$ cat src/unev_pkg.sv
// constants shared by the usb node event hierarchy block
package unev_pkg;
    // register indices on the parallel cpu port (chosen map)
    localparam logic [3:0] ADDR_TOP_EVENT     = 4'h0;
    localparam logic [3:0] ADDR_TOP_ENABLE    = 4'h1;
    localparam logic [3:0] ADDR_SEC_EVENT     = 4'h2;
    localparam logic [3:0] ADDR_SEC_ENABLE    = 4'h3;
    localparam logic [3:0] ADDR_TX_EVENT      = 4'h4;
    localparam logic [3:0] ADDR_TX_ENABLE     = 4'h5;
    localparam logic [3:0] ADDR_RX_EVENT      = 4'h6;
    localparam logic [3:0] ADDR_RX_ENABLE     = 4'h7;
    localparam logic [3:0] ADDR_TX_STATUS0    = 4'h8;  // tx status regs at 8..b
    localparam logic [3:0] ADDR_RX_STATUS0    = 4'hc;  // rx status regs at c..f
    // top event register bit positions
    localparam int BIT_GLOBAL_EN    = 7;
    localparam int BIT_RX_SUMMARY   = 6;
    localparam int BIT_TX_SUMMARY   = 2;
    localparam int BIT_SEC_SUMMARY  = 1;
    // secondary event register bit positions
    localparam int BIT_RESUME       = 7;
    localparam int BIT_BUS_RESET    = 6;
    localparam int BIT_LONG_IDLE    = 5;
    localparam int BIT_SHORT_IDLE   = 4;
    localparam int BIT_EOP          = 3;
    localparam int BIT_DMA          = 2;
    localparam int BIT_WAKE         = 1;
    // reset values
    localparam logic [7:0] RESET_BYTE = 8'h00;
    // timing: clock period and idle / reset detection times
    localparam int CLK_PERIOD_PS    = 25000;
    localparam int SE0_TIME_PS      = 2500000;   // 2.5 us
    localparam int SHORT_IDLE_US    = 3000;      // 3 ms
    localparam int LONG_IDLE_US     = 5000;      // 5 ms
    // least times round up to whole cycles
    localparam int SE0_CYCLES        = (SE0_TIME_PS + CLK_PERIOD_PS - 1) / CLK_PERIOD_PS;
    localparam int SHORT_IDLE_CYCLES = (SHORT_IDLE_US * 1000 + CLK_PERIOD_PS / 1000 - 1)
                                       / (CLK_PERIOD_PS / 1000);
    localparam int LONG_IDLE_CYCLES  = (LONG_IDLE_US * 1000 + CLK_PERIOD_PS / 1000 - 1)
                                       / (CLK_PERIOD_PS / 1000);
    // node state encodings
    typedef enum logic [1:0] {
        UNEV_NODE_RESET  = 2'b00,
        UNEV_NODE_RESUME = 2'b01,
        UNEV_NODE_OPER   = 2'b10,
        UNEV_NODE_SUSP   = 2'b11
    } unev_node_t;
endpackage : unev_pkg

$ cat src/unev_event_core.sv
// event and interrupt aggregation for the usb node controller
`timescale 1ns/10ps
`default_nettype none
module unev_event_core
    import unev_pkg::*;
#(
    parameter int NUM_EP        = 4,
    parameter int SE0_CNT       = SE0_CYCLES,
    parameter int SHORT_IDLE_CNT = SHORT_IDLE_CYCLES,
    parameter int LONG_IDLE_CNT  = LONG_IDLE_CYCLES
) (
    input  wire logic              clk_sys,
    input  wire logic              reset_n,
    // cpu register port
    input  wire logic [3:0]        cpu_addr,
    input  wire logic              cpu_rd,
    input  wire logic              cpu_wr,
    input  wire logic [7:0]        cpu_wdata,
    output logic      [7:0]        cpu_rdata,
    // serial engine and fifo event sources (one-cycle pulses unless noted; node state and wake pending inputs are levels)
    input  wire logic [NUM_EP-1:0] tx_done_set,
    input  wire logic [NUM_EP-1:0] tx_underflow_set,
    input  wire logic [NUM_EP-1:0] rx_last_set,
    input  wire logic [NUM_EP-1:0] rx_error_set,
    input  wire logic [NUM_EP-1:0] rx_overflow_set,
    input  wire logic              eop_seen,
    input  wire logic              bus_idle,       // level: upstream idle
    input  wire logic              bus_se0,        // level: single-ended zero
    input  wire logic [1:0]        node_state_field,
    input  wire logic              cpu_wake_pending,
    input  wire logic              bus_wake_pending,
    input  wire logic              transfer_engine_event, // level: unmasked dma event
    output logic                   irq
);
    logic [7:0]        top_event_enable_reg;   // main mask, bit7 global enable
    logic [7:0]        secondary_enable_reg;
    logic [7:0]        transmit_enable_reg;
    logic [7:0]        receive_enable_reg;
    logic [7:0]        sec_sticky;             // clear-on-read secondary flags
    logic [NUM_EP-1:0] tx_complete_copy;
    logic [NUM_EP-1:0] tx_underflow_copy;
    logic [NUM_EP-1:0] rx_complete_copy;
    logic [NUM_EP-1:0] rx_overflow_bits;
    logic [NUM_EP-1:0] rx_error_bits;          // held for the rx status view
    logic              wake_flag;
    logic              dma_flag;
    logic              secondary_summary;
    logic              short_hit;
    logic              long_hit;
    logic              se0_hit;
    logic              unused_hit;
    logic              resume_arm;             // blocks repeat resume sets
    logic [7:0]        secondary_event_reg;
    logic [7:0]        transmit_event_reg;
    logic [7:0]        receive_event_reg;
    logic [7:0]        top_event_reg;
    logic              transmit_summary;
    logic              receive_summary;
    logic [7:0]        next_rdata;
    logic              rd_sec;
    logic              rd_rx;
    logic [NUM_EP-1:0] rx_st_rd;               // per-endpoint rx status read strobes

    // pad an endpoint vector into a nibble
    function automatic logic [3:0] nib(input logic [NUM_EP-1:0] v);
        logic [3:0] r;
        r = '0;
        r[NUM_EP-1:0] = v;
        return r;
    endfunction : nib

    // one-hot endpoint select for status reads at a base index
    function automatic logic [NUM_EP-1:0] ep_read(input logic [3:0] base);
        logic [NUM_EP-1:0] r;
        r = '0;
        for (int i = 0; i < NUM_EP; i++) begin
            r[i] = cpu_rd && (cpu_addr == base + 4'(i));
        end
        return r;
    endfunction : ep_read

    assign rd_sec = cpu_rd && (cpu_addr == ADDR_SEC_EVENT);
    assign rd_rx  = cpu_rd && (cpu_addr == ADDR_RX_EVENT);
    always_comb begin
        rx_st_rd = ep_read(ADDR_RX_STATUS0);
    end

    ////////////////////////////////////////////////////////////////////////////
    // idle and reset timers; the 3 ms and 5 ms share one count of idle
    unev_line_timer #(
        .CNT_W   (24),
        .THRESH1 (SHORT_IDLE_CNT),
        .THRESH2 (LONG_IDLE_CNT)
    ) u_idle_timer (
        .clk_sys (clk_sys),
        .reset_n (reset_n),
        .cond    (bus_idle),
        .hit1    (short_hit),
        .hit2    (long_hit)
    );

    unev_line_timer #(
        .CNT_W   (8),
        .THRESH1 (SE0_CNT),
        .THRESH2 (SE0_CNT + 1)
    ) u_se0_timer (
        .clk_sys (clk_sys),
        .reset_n (reset_n),
        .cond    (bus_se0),
        .hit1    (se0_hit),
        .hit2    (unused_hit)
    );

    ////////////////////////////////////////////////////////////////////////////
    // writable enable registers
    always_ff @(posedge clk_sys or negedge reset_n) begin
        if (!reset_n) begin
            top_event_enable_reg <= RESET_BYTE;
            secondary_enable_reg <= RESET_BYTE;
            transmit_enable_reg  <= RESET_BYTE;
            receive_enable_reg   <= RESET_BYTE;
        end else if (cpu_wr) begin
            case (cpu_addr)
                ADDR_TOP_ENABLE: top_event_enable_reg <= cpu_wdata;
                ADDR_SEC_ENABLE: secondary_enable_reg <= cpu_wdata;
                ADDR_TX_ENABLE:  transmit_enable_reg  <= cpu_wdata;
                ADDR_RX_ENABLE:  receive_enable_reg   <= cpu_wdata;
                default: ;  // event registers ignore writes
            endcase
        end
    end

    ////////////////////////////////////////////////////////////////////////////
    // clear-on-read secondary flags; a set in the read cycle wins over the clear
    always_ff @(posedge clk_sys or negedge reset_n) begin
        if (!reset_n) begin
            sec_sticky <= RESET_BYTE;
            resume_arm <= 1'b1;
        end else begin
            if (rd_sec) begin
                sec_sticky <= RESET_BYTE;
            end
            if (eop_seen) sec_sticky[BIT_EOP] <= 1'b1;
            if (short_hit) sec_sticky[BIT_SHORT_IDLE] <= 1'b1;
            if (long_hit) sec_sticky[BIT_LONG_IDLE] <= 1'b1;
            if (se0_hit) sec_sticky[BIT_BUS_RESET] <= 1'b1;
            // resume fires once per departure from idle while suspended
            if (node_state_field == UNEV_NODE_SUSP && !bus_idle && resume_arm) begin
                sec_sticky[BIT_RESUME] <= 1'b1;
            end
            resume_arm <= bus_idle || (node_state_field != UNEV_NODE_SUSP);
        end
    end

    // wake and dma flags follow their sources rather than reads
    always_ff @(posedge clk_sys or negedge reset_n) begin
        if (!reset_n) begin
            wake_flag <= 1'b0;
            dma_flag  <= 1'b0;
        end else begin
            // wake is shown only while the global enable bit of the top mask is set
            wake_flag <= (cpu_wake_pending || bus_wake_pending)
                         && top_event_enable_reg[BIT_GLOBAL_EN];
            dma_flag  <= transfer_engine_event;
        end
    end

    always_comb begin
        secondary_event_reg            = sec_sticky;
        secondary_event_reg[BIT_WAKE]  = wake_flag;
        secondary_event_reg[BIT_DMA]   = dma_flag;
        secondary_event_reg[0]         = 1'b0;   // reserved
    end

    ////////////////////////////////////////////////////////////////////////////
    // secondary summary: sticky, cleared by reading the secondary register
    always_ff @(posedge clk_sys or negedge reset_n) begin
        if (!reset_n) begin
            secondary_summary <= 1'b0;
        end else if (|(secondary_event_reg & secondary_enable_reg) && !rd_sec) begin
            secondary_summary <= 1'b1;
        end else if (rd_sec) begin
            secondary_summary <= 1'b0;
        end
    end

    ////////////////////////////////////////////////////////////////////////////
    // per-endpoint transmit copies, cleared by reading that tx status
    always_ff @(posedge clk_sys or negedge reset_n) begin
        if (!reset_n) begin
            tx_complete_copy  <= '0;
            tx_underflow_copy <= '0;
        end else begin
            tx_complete_copy  <= (tx_complete_copy & ~ep_read(ADDR_TX_STATUS0))
                                 | tx_done_set;
            tx_underflow_copy <= (tx_underflow_copy & ~ep_read(ADDR_TX_STATUS0))
                                 | tx_underflow_set;
            tx_underflow_copy[0] <= 1'b0;  // store and forward cannot underrun
        end
    end

    ////////////////////////////////////////////////////////////////////////////
    // receive copies: complete clears on rx status read, overflow on event read
    always_ff @(posedge clk_sys or negedge reset_n) begin
        if (!reset_n) begin
            rx_complete_copy <= '0;
            rx_overflow_bits <= '0;
            rx_error_bits    <= '0;
        end else begin
            rx_complete_copy <= (rx_complete_copy & ~ep_read(ADDR_RX_STATUS0))
                                | rx_last_set | rx_error_set;
            // endpoint 0 errored packets are dropped, so only last counts
            rx_complete_copy[0] <= (rx_complete_copy[0] & ~rx_st_rd[0])
                                   | rx_last_set[0];
            rx_overflow_bits <= (rx_overflow_bits & ~{NUM_EP{rd_rx}})
                                | rx_overflow_set;
            rx_error_bits    <= (rx_error_bits & ~ep_read(ADDR_RX_STATUS0))
                                | rx_error_set;
        end
    end

    assign transmit_event_reg = {nib(tx_underflow_copy), nib(tx_complete_copy)};
    assign receive_event_reg  = {nib(rx_overflow_bits), nib(rx_complete_copy)};

    // summaries track their sources, so they fall once all bits are cleared
    assign transmit_summary = |(transmit_event_reg & transmit_enable_reg);
    assign receive_summary  = |(receive_event_reg & receive_enable_reg);

    always_comb begin
        top_event_reg                  = RESET_BYTE;
        top_event_reg[BIT_RX_SUMMARY]  = receive_summary;
        top_event_reg[BIT_TX_SUMMARY]  = transmit_summary;
        top_event_reg[BIT_SEC_SUMMARY] = secondary_summary;
        top_event_reg[BIT_GLOBAL_EN]   = 1'b0;
    end

    ////////////////////////////////////////////////////////////////////////////
    // interrupt: global enable and any unmasked top event
    always_ff @(posedge clk_sys or negedge reset_n) begin
        if (!reset_n) begin
            irq <= 1'b0;
        end else begin
            irq <= top_event_enable_reg[BIT_GLOBAL_EN]
                   && |(top_event_reg & top_event_enable_reg);
        end
    end

    ////////////////////////////////////////////////////////////////////////////
    // read data mux; registered so data appears the edge after the read strobe
    always_comb begin
        next_rdata = RESET_BYTE;
        case (cpu_addr)
            ADDR_TOP_EVENT:  next_rdata = top_event_reg;
            ADDR_TOP_ENABLE: next_rdata = top_event_enable_reg;
            ADDR_SEC_EVENT:  next_rdata = secondary_event_reg;
            ADDR_SEC_ENABLE: next_rdata = secondary_enable_reg;
            ADDR_TX_EVENT:   next_rdata = transmit_event_reg;
            ADDR_TX_ENABLE:  next_rdata = transmit_enable_reg;
            ADDR_RX_EVENT:   next_rdata = receive_event_reg;
            ADDR_RX_ENABLE:  next_rdata = receive_enable_reg;
            default: begin
                // status views: bit0 done/last, bit1 underflow/error
                for (int i = 0; i < NUM_EP; i++) begin
                    if (cpu_addr == ADDR_TX_STATUS0 + 4'(i)) begin
                        next_rdata = {6'h00, tx_underflow_copy[i], tx_complete_copy[i]};
                    end
                    if (cpu_addr == ADDR_RX_STATUS0 + 4'(i)) begin
                        next_rdata = {6'h00, rx_error_bits[i], rx_complete_copy[i]};
                    end
                end
            end
        endcase
    end

    always_ff @(posedge clk_sys or negedge reset_n) begin
        if (!reset_n) begin
            cpu_rdata <= RESET_BYTE;
        end else if (cpu_rd) begin
            cpu_rdata <= next_rdata;
        end
    end
endmodule : unev_event_core
`default_nettype wire

$ cat src/unev_line_timer.sv
// bus line condition timer: counts a held condition and pulses once at each threshold
`timescale 1ns/10ps
`default_nettype none
module unev_line_timer
    import unev_pkg::*;
#(
    parameter int CNT_W   = 18,
    parameter int THRESH1 = 120000,
    parameter int THRESH2 = 200000
) (
    input  wire logic clk_sys,
    input  wire logic reset_n,
    input  wire logic cond,
    output logic      hit1,
    output logic      hit2
);
    logic [CNT_W-1:0] count;   // cycles the condition has held

    ////////////////////////////////////////////////////////////////////////////
    // count saturates one above the larger threshold so each hit fires once
    always_ff @(posedge clk_sys or negedge reset_n) begin
        if (!reset_n) begin
            count <= '0;
        end else if (!cond) begin
            count <= '0;
        end else if (count <= CNT_W'(THRESH2)) begin
            count <= count + CNT_W'(1);
        end
    end

    // one-cycle pulses when the count passes each threshold
    always_ff @(posedge clk_sys or negedge reset_n) begin
        if (!reset_n) begin
            hit1 <= 1'b0;
            hit2 <= 1'b0;
        end else begin
            hit1 <= cond && (count == CNT_W'(THRESH1 - 1));
            hit2 <= cond && (count == CNT_W'(THRESH2 - 1));
        end
    end
endmodule : unev_line_timer
`default_nettype wire

$ cat config.mk
export PLATFORM = sky130hd
export DESIGN_NAME = unev_event_core
export DESIGN_NICKNAME = d
export VERILOG_FILES = /design/src/unev_pkg.sv /design/src/unev_event_core.sv /design/src/unev_line_timer.sv
export SDC_FILE = /design/constraint.sdc
export NUM_CORES = 1
export LEC_CHECK = 0
export BUFFER_PORTS_ARGS = -buffer_cell sky130_fd_sc_hd__buf_2
export CAP_MARGIN = 5
export CORE_ASPECT_RATIO = 0.8
export CORE_MARGIN = 4
export CORE_UTILIZATION = 44
export DETAILED_ROUTE_END_ITERATION = 16
export SYNTH_ARGS = -nofsm -noshare
export SYNTH_HDL_FRONTEND = slang
export SYNTH_HIERARCHICAL = 1
export SYNTH_SLANG_ARGS = --single-unit
$ cat constraint.sdc
create_clock -name clk_sys -period 3.8 [get_ports clk_sys]
set_clock_uncertainty 0.15 [all_clocks]
set_input_delay 0.57 -clock clk_sys [delete_from_list [all_inputs] [get_ports clk_sys]]
set_output_delay 0.57 -clock clk_sys [all_outputs]
set_load 0.01 [all_outputs]
==> flow_metrics.env <==
export IMPL_power_total_mw=2.62
export IMPL_grt_start_max_net_pins=105
export IMPL_ios=53
export IMPL_clock_path_buffers=2
export IMPL_largest_reg_flops=24
export IMPL_setup_viol=0
export IMPL_power_internal_mw=1.89
export IMPL_routedWlPerCell_um=19.5
export IMPL_critPathRequiredTime_ns=3.92
export IMPL_outcome="complete, no violations"
export IMPL_rows=35
export IMPL_die_x_um=130
export IMPL_syn_nets=520
export IMPL_antenna_left=0
export IMPL_nets=560
export IMPL_num_vias=3989
export IMPL_pre_cts_slack_ns=1.03
export IMPL_grt_overflow_total=0
export IMPL_r2r_cells=5
export IMPL_avgSynthCellArea_um2=11.2
export IMPL_portBuffers=51
export IMPL_fmax_mhz=403
export IMPL_clock_latency_ns=0.35
export IMPL_fin_crit_sh_pct=65.2
export IMPL_slew_limit_headroom_pct=45.5
export IMPL_dpl_instance_area_um2=5590
export IMPL_final_common_cell="dfrtp_1"
export IMPL_holdWs_ns=0.111
export IMPL_p_seq_share_pct=51.0
export IMPL_power_per_cell_area_nw_per_um2=447
export IMPL_area_growth_pct=11.4
export IMPL_holdCritPathClass="input port to async pin"
export IMPL_critPathMaxFanout=19
export IMPL_crit_type="register to register"
export IMPL_routed_wirelength_um=12900
export IMPL_worst_setup_path_end_kind="register"
export IMPL_coreArea_um2=11600
export IMPL_fin_tns_setup_ns=0
export IMPL_worst_pin_slew_ns=0.815
export IMPL_final_layout_size_suffix_gt1_share_pct=24.0
export IMPL_viasPerCell=6.01
export IMPL_drc=0
export IMPL_arrival_ns=2.60
export IMPL_netlist_instances=471
export IMPL_cts_htree_levels=3
export IMPL_design_area_um2=5870
export IMPL_track_usage_pct=19.4
export IMPL_setup_ws_ns=1.32
export IMPL_cts_setup_buffers=0
export IMPL_power_leakage_nw=2.48
export IMPL_path_cells="or4_4, nor3_4, o21ai_2, or4_1, a21oi_1"
export IMPL_numCtsBuffers=9
export IMPL_hold_buffers=0
export IMPL_die_height_um=106
export IMPL_globalplace_congestion=0.900
export IMPL_antenna_found_initial=0
export IMPL_slew_violations=0
export IMPL_dieArea_um2=13800
export IMPL_syn_area_um2=5270
export IMPL_drt_pass1_iterations=5
export IMPL_first_iter_violations=346
export IMPL_post_cts_resized=0
export IMPL_grt_pass1_vias=3934
export IMPL_clock_sinks=104
export IMPL_peakVddDrop_mv=0.275
export IMPL_switchingPower_mw=0.736
export IMPL_layout_common_cells="103 x dfrtp_1, 50 x buf_2, 34 x mux2_2"
export IMPL_p_sw_share_pct=28.1
export IMPL_dpl_hpwl_um=9160
export IMPL_p_clk_share_pct=33.5
export IMPL_yosys_warnings=6
export IMPL_regMostFlops="u_idle_timer/count"
export IMPL_root_buffer="clkbuf_16"
export IMPL_comb_power_share_pct=15.5
export IMPL_initial_utilization_pct=45.4
export IMPL_cts_tree="built"
export IMPL_cts_reportedPaths_clkPinSlew_ns=0.07
export IMPL_rsz0062_at_grt="false"
export IMPL_finalHoldViolations=0
export IMPL_cp_start_kind="register"
export IMPL_drv_cap=0
export IMPL_antennaDiodeCount=0
export IMPL_slowest_stage="or4_1"
export IMPL_crit_path_max_incr_delay_ns=0.57
export IMPL_fin_crit_ns=2.48
export IMPL_grt_pass1_wl_um=21000
[critical path: cells and delay by family (launching register included)]
family	cells	cell delay [ns]
compound gates	2	0.46
flops	1	0.38
simple gates	3	1.40
[power by group through the flow]
stage	Sequential (mW)	Combinational [mW]	Clock (mW)
2_1_floorplan	1.31	0.290	0
4_1_cts	1.33	0.409	0.907
3_3_place_gp	1.35	0.395	0
5_1_grt	1.35	0.453	0.955
3_5_place_dp	1.36	0.408	0
6_report	1.34	0.407	0.878
[metrics by stage]
stage / util [%] / cells
4_1_cts: 50.5 / 664
2_1_floorplan: - / 471
3_5_place_dp: 48.1 / 648
5_1_grt: 50.5 / 664
6_report: 50.5 / 664
3_3_place_gp: 48.1 / 648
[layer usage]
layer / vias to the layer above / share of wire, % / global-route usage [%]
met5: - / 0 / 0
met4: 0 / 1.1 / 4.63
met3: 12 / 6.8 / 4.61
met2: 131 / 46 / 29.6
met1: 1982 / 46 / 27.9
li1: 1864 / - / -
[worst paths after layout]
check                                        from                endpoint  slack [ns]
max                        u_idle_timer/count[20]  u_idle_timer/count[15]        1.32
min                                       reset_n   u_idle_timer/count[4]        0.11
max reg2reg                u_idle_timer/count[20]  u_idle_timer/count[15]        1.32
min reg2reg                      u_se0_timer/hit1           sec_sticky[6]        0.28
max in group asynchronous                 reset_n    u_se0_timer/count[6]        2.93
min in group clk_sys        transfer_engine_event                dma_flag        0.19
[cell type report]
| class | instances | area, um^2 |
|---|---|---|
| timing repair buffer | 54 | 293 |
| multi-input combinational | 323 | 2430 |
| clock buffer | 10 | 229 |
| fill | 1049 | 5740 |
| sequential | 104 | 2600 |
| clock inverter | 6 | 50.0 |
| inverter | 19 | 71.3 |
| tap | 148 | 185 |
No activity file was read; power rests on OpenSTA's default activity.
